--- src/dim_regs.vh ---
// register offsets, field positions and reset values of the irq flag block
`ifndef DIM_REGS_VH
`define DIM_REGS_VH
`define DIM_ADDR_W 4
`define DIM_FLAG_OFS 4'h0
`define DIM_MASK_OFS 4'h4
`define DIM_IDLE_BIT 0
`define DIM_PICK_BIT 2
`define DIM_VBL_BIT 4
`define DIM_MASTER_BIT 6
`define DIM_FLAG_RST 3'h0
`define DIM_MASK_RST 4'h0
`endif

--- src/dim_field_upd.v ---
// write-control field update for a group of control-over-value bit pairs
`timescale 1ns/10ps
module dim_field_upd #(
  parameter N = 3
) (
  // current values and host write word
  input wire [N-1:0] cur,
  input wire [2*N-1:0] wdata,
  // updated values
  output reg [N-1:0] upd
);
  integer i;
  always @* begin
    upd = cur;
    for (i = 0; i < N; i = i + 1) begin
      if (wdata[2*i+1]) begin
        upd[i] = wdata[2*i];
      end
    end
  end
endmodule

--- src/dim_irq.v ---
// interrupt flag and mask registers of the display controller
//
// Our own choices: the Avalon-MM register port and the placing of the registers.
`timescale 1ns/10ps
`include "dim_regs.vh"
module dim_irq (
  // clock and reset
  input wire clk,
  input wire srst,
  // avalon-mm slave
  input wire [`DIM_ADDR_W-1:0] avs_address,
  input wire avs_read,
  input wire avs_write,
  input wire [31:0] avs_writedata,
  input wire [3:0] avs_byteenable,
  output reg [31:0] avs_readdata,
  output reg avs_waitrequest,
  // condition events, one-cycle or level
  input wire vblank_event,
  input wire pick_event,
  input wire engine_idle_event,
  // interrupt toward the host, active low
  output reg host_irq_out_n
);
  // handshake states, one-hot
  localparam ST_IDLE = 2'b01;
  localparam ST_ACK = 2'b10;

  // flag order: bit0 idle, bit1 pick, bit2 vblank
  reg [2:0] flags;
  // mask order: bit0 idle, bit1 pick, bit2 vblank, bit3 master
  reg [3:0] mask;
  reg [1:0] state;
  reg [1:0] next_state;
  reg [31:0] next_readdata;

  wire [2:0] flag_wr;
  wire [3:0] mask_wr;
  wire [2:0] events;
  wire idle_st;
  wire wr_go;
  wire rd_go;
  wire flag_sel;
  wire mask_sel;
  wire lane0;
  wire flag_load;
  wire mask_load;
  wire engine_idle_flag;
  wire engine_idle_irq_enable;
  wire pick_hit;
  wire vblank_hit;
  wire idle_hit;
  wire master_on;
  wire [2:0] next_flags;
  wire [3:0] next_mask;
  wire next_irq;
  wire next_waitrequest;

  // true when the byte address selects the given register word
  function addr_hit;
    input [`DIM_ADDR_W-1:0] addr;
    input [`DIM_ADDR_W-1:0] ofs;
    begin
      addr_hit = (addr == ofs);
    end
  endfunction

  // puts each value bit in its field; control bits read back as zero
  function [7:0] spread;
    input [3:0] val;
    begin
      spread = 8'h00;
      spread[`DIM_IDLE_BIT] = val[0];
      spread[`DIM_PICK_BIT] = val[1];
      spread[`DIM_VBL_BIT] = val[2];
      spread[`DIM_MASTER_BIT] = val[3];
    end
  endfunction

  assign events = {vblank_event, pick_event, engine_idle_event};

  // address and lane decode
  assign flag_sel = addr_hit(avs_address, `DIM_FLAG_OFS);
  assign mask_sel = addr_hit(avs_address, `DIM_MASK_OFS);
  // all fields live in the low byte, so only lane 0 can write them
  assign lane0 = avs_byteenable[0];

  // every access takes one wait cycle so readdata comes from a flop
  assign idle_st = (state == ST_IDLE);
  assign wr_go = avs_write & idle_st;
  assign rd_go = avs_read & idle_st;

  assign flag_load = wr_go & flag_sel & lane0;
  assign mask_load = wr_go & mask_sel & lane0;

  dim_field_upd #(.N(3)) u_flag_upd (
    .cur(flags),
    .wdata(avs_writedata[5:0]),
    .upd(flag_wr)
  );

  dim_field_upd #(.N(4)) u_mask_upd (
    .cur(mask),
    .wdata(avs_writedata[7:0]),
    .upd(mask_wr)
  );

  // host write of flags through the control bits
  // events are ored in last, so a set beats a clear
  assign next_flags = (flag_load ? flag_wr : flags) | events;

  assign next_mask = mask_load ? mask_wr : mask;

  // per-condition hits of the current flags and enables
  assign engine_idle_flag = flags[0];
  assign engine_idle_irq_enable = mask[0];
  assign idle_hit = engine_idle_flag & engine_idle_irq_enable;
  assign pick_hit = flags[1] & mask[1];
  assign vblank_hit = flags[2] & mask[2];
  assign master_on = mask[3];

  // enabled flag gated by master enable
  // a flag set by software counts the same as one set by an event
  assign next_irq = master_on & (idle_hit | pick_hit | vblank_hit);

  // bus handshake: one acknowledge cycle per access
  always @* begin
    next_state = ST_IDLE;
    case (state)
      ST_IDLE: begin
        if (avs_read || avs_write) begin
          next_state = ST_ACK;
        end
      end
      ST_ACK: begin
        next_state = ST_IDLE;
      end
      default: begin
        next_state = ST_IDLE;
      end
    endcase
  end

  // waitrequest drops only for the acknowledge cycle
  assign next_waitrequest = (next_state != ST_ACK);

  // control bits, upper bits and unmapped words read zero
  always @* begin
    next_readdata = avs_readdata;
    if (rd_go) begin
      if (flag_sel) begin
        next_readdata = {24'h0, spread({1'b0, flags})};
      end else if (mask_sel) begin
        next_readdata = {24'h0, spread(mask)};
      end else begin
        next_readdata = 32'h0;
      end
    end
  end

  // handshake state and waitrequest
  always @(posedge clk) begin
    if (srst) begin
      state <= ST_IDLE;
      avs_waitrequest <= 1'b1;
    end else begin
      state <= next_state;
      avs_waitrequest <= next_waitrequest;
    end
  end

  // sticky flags
  always @(posedge clk) begin
    if (srst) begin
      flags <= `DIM_FLAG_RST;
    end else begin
      flags <= next_flags;
    end
  end

  // enables and master enable
  always @(posedge clk) begin
    if (srst) begin
      mask <= `DIM_MASK_RST;
    end else begin
      mask <= next_mask;
    end
  end

  // read data holds until the next read
  always @(posedge clk) begin
    if (srst) begin
      avs_readdata <= 32'h0;
    end else begin
      avs_readdata <= next_readdata;
    end
  end

  // irq is registered, so it follows a flag change by one cycle
  always @(posedge clk) begin
    if (srst) begin
      host_irq_out_n <= 1'b1;
    end else begin
      host_irq_out_n <= ~next_irq;
    end
  end

endmodule

--- config.mk ---
export PLATFORM = sky130hd
export DESIGN_NAME = dim_irq
export DESIGN_NICKNAME = d
export VERILOG_FILES = /design/src/dim_field_upd.v /design/src/dim_irq.v
export VERILOG_INCLUDE_DIRS = /design/src /design/src/src
export SDC_FILE = /design/constraint.sdc
export NUM_CORES = 1
export LEC_CHECK = 0
export ABC_AREA = 1
export BUFFER_PORTS_ARGS = -buffer_cell sky130_fd_sc_hd__clkbuf_2
export CAP_MARGIN = 20
export CORE_MARGIN = 5
export CORE_UTILIZATION = 37
export CTS_CLUSTER_DIAMETER = 120
export CTS_CLUSTER_SIZE = 30
export DETAILED_ROUTE_END_ITERATION = 8
export PLACE_DENSITY = 0.82
export SLEW_MARGIN = 15
export SYNTH_ARGS = -nofsm -noshare
export SYNTH_HDL_FRONTEND = slang
export SYNTH_SLANG_ARGS = --single-unit
--- constraint.sdc ---
create_clock -name clk -period 1.2 [get_ports clk]
set_input_delay 0.24 -clock clk [delete_from_list [all_inputs] [get_ports clk]]
set_output_delay 0.24 -clock clk [all_outputs]
set_load 0.01 [all_outputs]
# == After elaboration in Yosys (flattened, before gate mapping) ==
# Cells that the tools add are included.
# totals
register_bits,43
output_inout_bits,34
elab_cells,40
# op_classes
n_eq_ne,3
n_mux,8
bitwise,14
n_reduce_logical,6
# ops
operator,n
$mux 7,2
$and 1x1->1,10
$reduce_and 2->1,4
$eq 4x3->1 const B,1
$logic_not 4->1,1
$mux 2,2
$mux 1,3
$mux 3,1
$or 3x3->3,1
$eq 2x1->1 const B,1
$ne 2x2->1 const B,1
$or 1x1->1,2
$logic_or 1x1->1,1
$not 1->1,1

# == Depth between registers and ports, before layout ==
# logic_depth
word_depth,6
mapped_depth,8

# == Modules after synthesis ==
# From an unflattened synthesis, not the netlist that was laid out.
# hier_totals
cells_unflattened,150
area_unflattened_um2,985.9
# modules_own_cells
module,n_inst,cells_per_inst,area_per_inst_um2,seq_area_each_um2
dim_irq,1,122,880.8,280.3
dim_field_upd at u_mask_upd,1,16,60.1,0.0
dim_field_upd at u_flag_upd,1,12,45.0,0.0

# == Worst setup path after synthesis ==
# OpenSTA, ideal clock, no wires.
# synth_timing
path_kind,reg-to-reg
startpoint,reg state[0]
endpoint,reg flags[0]
setup_ns,0.109
t_arrival_ns,0.950
required_ns,1.091
setup_slack_ns,0.141
stages_incl_launch_ff,8
n_path_buf,0
synth_period_minus_slack_ns,1.059
path_cell_list,dfxtp_1 > nand3_1 > nor2_2 > nand2_1 > nand2_1 > nand3_1 > nand2_1 > inv_1
# synth_via
elab_chain_cells,6
# synth_lines
item,line_no,rtl
"start, declared",dim_irq.v:33,reg [1:0] state;
"start signal, assigned",dim_irq.v:167,state <= next_state;
$eq 2x1->1,dim_irq.v:89,assign idle_st = (state == ST_IDLE);
$and 1x1->1,dim_irq.v:90,assign wr_go = avs_write & idle_st;
$and 1x1->1 (2 in series),dim_irq.v:93,assign flag_load = wr_go & flag_sel & lane0;
$mux 3,dim_irq.v:110,assign next_flags = (flag_load ? flag_wr : flags) | events;
$or 3x3->3,dim_irq.v:110,
"end signal, assigned",dim_irq.v:175,flags <= `DIM_FLAG_RST;
"end signal, assigned",dim_irq.v:177,flags <= next_flags;
"end, declared",dim_irq.v:30,reg [2:0] flags;
# Every way passes these cells.
# A chain may end at the register's enable or synchronous reset.

# == Worst setup path after layout ==
# layout_timing
startpoint,reg state[1]
endpoint,reg flags[2]
# The elaborated chain is that of the path after synthesis.

==> impl_metrics.tcl <==
set metrics [dict create \
    outcome "finished clean" \
    syn-mean-instance-area_um2 7.10 \
    synth_enable_flop_cells 0 \
    crit_path_max_fanout 4 \
    drtIter0Drc 3 \
    power-per-cell-area_nw_per_um2 960 \
    power.static_leakage_uw 0.000538 \
    timing.final.crit_period_ps 1080 \
    cp_common_cell "sky130_fd_sc_hd__nand2_1" \
    p_clk_share_pct 27.4 \
    antenna_cells 0 \
    pin_count_of_the_biggest_net_entering_global_routing 13 \
    setup_violations 0 \
    die_area_um2 3550 \
    postSynthCellCount 128 \
    holdCritPathClass "input port to flip-flop" \
    clock_buffers_created_by_tritoncts 3 \
    cp.arrival_ps 1260 \
    max-clock-path-buffers 2 \
    cts_num_sinks 14 \
    num_vias 760 \
    routed_wire_length_um 1730 \
    std_cell_rows 18 \
    place_worst_setup_slack_ps 55.3 \
    routabilityCongestion 0.820 \
    layout-area-overhead-vs-synth_pct 8.82 \
    layout_worst_path_cycle_share_pct 89.7 \
    detail_route.first_pass.iterations 4 \
    fp.dieH_um 59.6 \
    cts_root_buf "sky130_fd_sc_hd__clkbuf_4" \
    power_switching_share_pct 29.7 \
    peakVddDrop_mv 0.333 \
    routed_via_density 4.11 \
    setup_repair_after_global_routing_missed_its_margin "no" \
    critical_path_buffers_and_inverters 2 \
    synth_async_sr_flop_share_pct 0 \
    cp_slowest_stage_delay_ps 300 \
    area_of_the_core_um2 2410 \
    cts_tree "done" \
    type_of_destination_of_the_critical_path "flip-flop" \
    p_switching_uw 281 \
    cp_data_required_time_ps 1380 \
    comb_power_share_pct 19.9 \
    gr-usage-all-layers_pct 9.86 \
    setup.worst_path.start_class "flip-flop" \
    timing.final.max_slew_violations 0 \
    grt_antenna_before_repair 0 \
    fp.dieW_um 59.6 \
    grt_first_pass_wirelength_um 2660 \
    worst_path_clk_slew_ps 80 \
    fin_clk_skew_ps 2.34 \
    design.final.nets 204 \
    initial_utilization_pct 37.7 \
    final-hold-violation-count 0 \
    post-route-drc-count 0 \
    fraction_of_layout_cells_with_a_size_suffix_above_1_pct 23.2 \
    path_class "flip-flop to flip-flop" \
    cts-htree-levels 1 \
    dominantRegCellSynth "sky130_fd_sc_hd__dfxtp_1" \
    critical_path.top_delay_family "simple AND/OR/NAND/NOR gates" \
    route.antenna.remaining_nets 0 \
    max_cap_violations 0 \
    part_of_the_total_power_dissipated_in_sequential_elements_pct 52.7 \
    synth_seq_area_share_pct 30.9 \
    ys_seq_elements 14 \
    timing.final.ws_setup_ps 123 \
    clk_latency_ps 270 \
    ys_types 19 \
    instances_no_fill 185 \
    grt_pass1_vias 683 \
    maxClockFrequency_ghz 0.929 \
    timing.setup.tns_ps 0 \
    port_buffer_cells 25 \
    synth-warning-count 0 \
    cellInternalPower_uw 667 \
    dp_hpwl_um 1500 \
    dp.cells 182 \
    cpMaxStageDelayCell "sky130_fd_sc_hd__dfxtp_1" \
    gr-total-overflow 0 \
    path_cells "inv_1, nand3_1, nor2_2, nand2_1, nand2_1, nand3_1, nand2_1, inv_1" \
    route.detailed.wl_per_inst_um 9.37 \
    num_io_pins 81 \
    syn_area_um2 908 \
    cts.repair_timing.setup_buffer_count 0 \
]
[power groups by stage]
| stage | logic, uW | clock network, uW | registers [uW] |
|---|---|---|---|
| 2_1_floorplan | 183 | 0 | 513 |
| 3_5_place_dp | 187 | 0 | 510 |
| 3_3_place_gp | 184 | 0 | 509 |
| 5_1_grt | 215 | 283 | 503 |
| 4_1_cts | 188 | 265 | 499 |
| 6_report | 189 | 260 | 500 |
[stage by stage]
step | total power (uW) | hold slack (ps) | util [%] | area (um2)
6_report | 949 | 140 | 41.0 | 988
4_1_cts | 952 | 140 | 41.0 | 987
5_1_grt | 1000 | 161 | 41.0 | 988
3_3_place_gp | 693 | 415 | 40.0 | 965
2_1_floorplan | 696 | 309 | - | 1010
3_5_place_dp | 698 | 416 | 40.0 | 965
[cell families (layout without fill, tap and decap cells)]
kind of cell | after synthesis | after routing | share of synthesized area, %
flip-flops | 14 | 14 | 30.9
AND/OR/NAND/NOR | 53 | 53 | 29.1
AO/OA/AOI/OAI | 14 | 14 | 8.95
other | 1 | 28 | 0.413
buffers and inverters | 46 | 46 | 30.7
[metal layers]
metal	share of wire (%)	up-vias	track usage, %	routed length, um
li1	-	404	-	-
met1	40	328	11.8	700
met2	49	26	16.5	846
met3	9.5	2	2.83	165
met4	1.2	0	3.80	21
met5	0	-	0	0
[synth_stat cells (2+ instances only)]
cell | instances | area [um2]
sky130_fd_sc_hd__buf_4 | 28 | 210
sky130_fd_sc_hd__dfxtp_1 | 14 | 280
sky130_fd_sc_hd__o211ai_1 | 2 | 15.0
sky130_fd_sc_hd__nand3_1 | 12 | 60.1
sky130_fd_sc_hd__nor2_4 | 2 | 22.5
sky130_fd_sc_hd__nor2_1 | 7 | 26.3
sky130_fd_sc_hd__nand2_1 | 24 | 90.1
sky130_fd_sc_hd__o21ai_0 | 4 | 20.0
sky130_fd_sc_hd__nand3b_1 | 4 | 30.0
sky130_fd_sc_hd__o21a_1 | 2 | 15.0
sky130_fd_sc_hd__inv_1 | 17 | 63.8
sky130_fd_sc_hd__a21oi_1 | 5 | 25.0
[state kept, by name (all words and copies together), names as in the netlist]
name,flops
avs_readdata,4
state,2
flags,3
mask,4
host_irq_out_n,1
[layout make-up]
type	instances	area, um2
Fill cell	280	1420
Multi-Input combinational cell	95	450
Sequential cell	14	282
Timing Repair Buffer	26	133
Inverter	17	63.8
Tap cell	30	37.5
Clock buffer	3	22.5
[cell usage in the layout (no fill, tap or decap), drive strengths merged]
master | synthesis | routed
inv | 17 | 17
clkbuf | 0 | 28
nor2 | 10 | 10
a21oi | 5 | 5
nand2 | 25 | 25
nand3b | 4 | 4
dfxtp | 14 | 14
a31oi | 1 | 1
conb | 1 | 28
o21ai | 4 | 4
buf | 29 | 1
nand4 | 1 | 1
o211ai | 2 | 2
o21a | 2 | 2
nand3 | 13 | 13
[final timing paths]
check	startpoint	end	slack, ps	depth (start not counted)
worst min register to register	mask[3]	host_irq_out_n	430	1
worst max-delay path	state[1]	flags[2]	120	8
worst max register to register	state[1]	flags[2]	120	8
worst min-delay path	srst	avs_readdata[4]	140	2
[what timing repair did]
action | 4_1_cts | 5_1_grt
hold buffers | 0 | 0
setup endpoints to repair | 0 | 2
resized for setup | 0 | 1
hold endpoints to repair | 0 | 0
No activity file was read; power rests on OpenSTA's default activity.
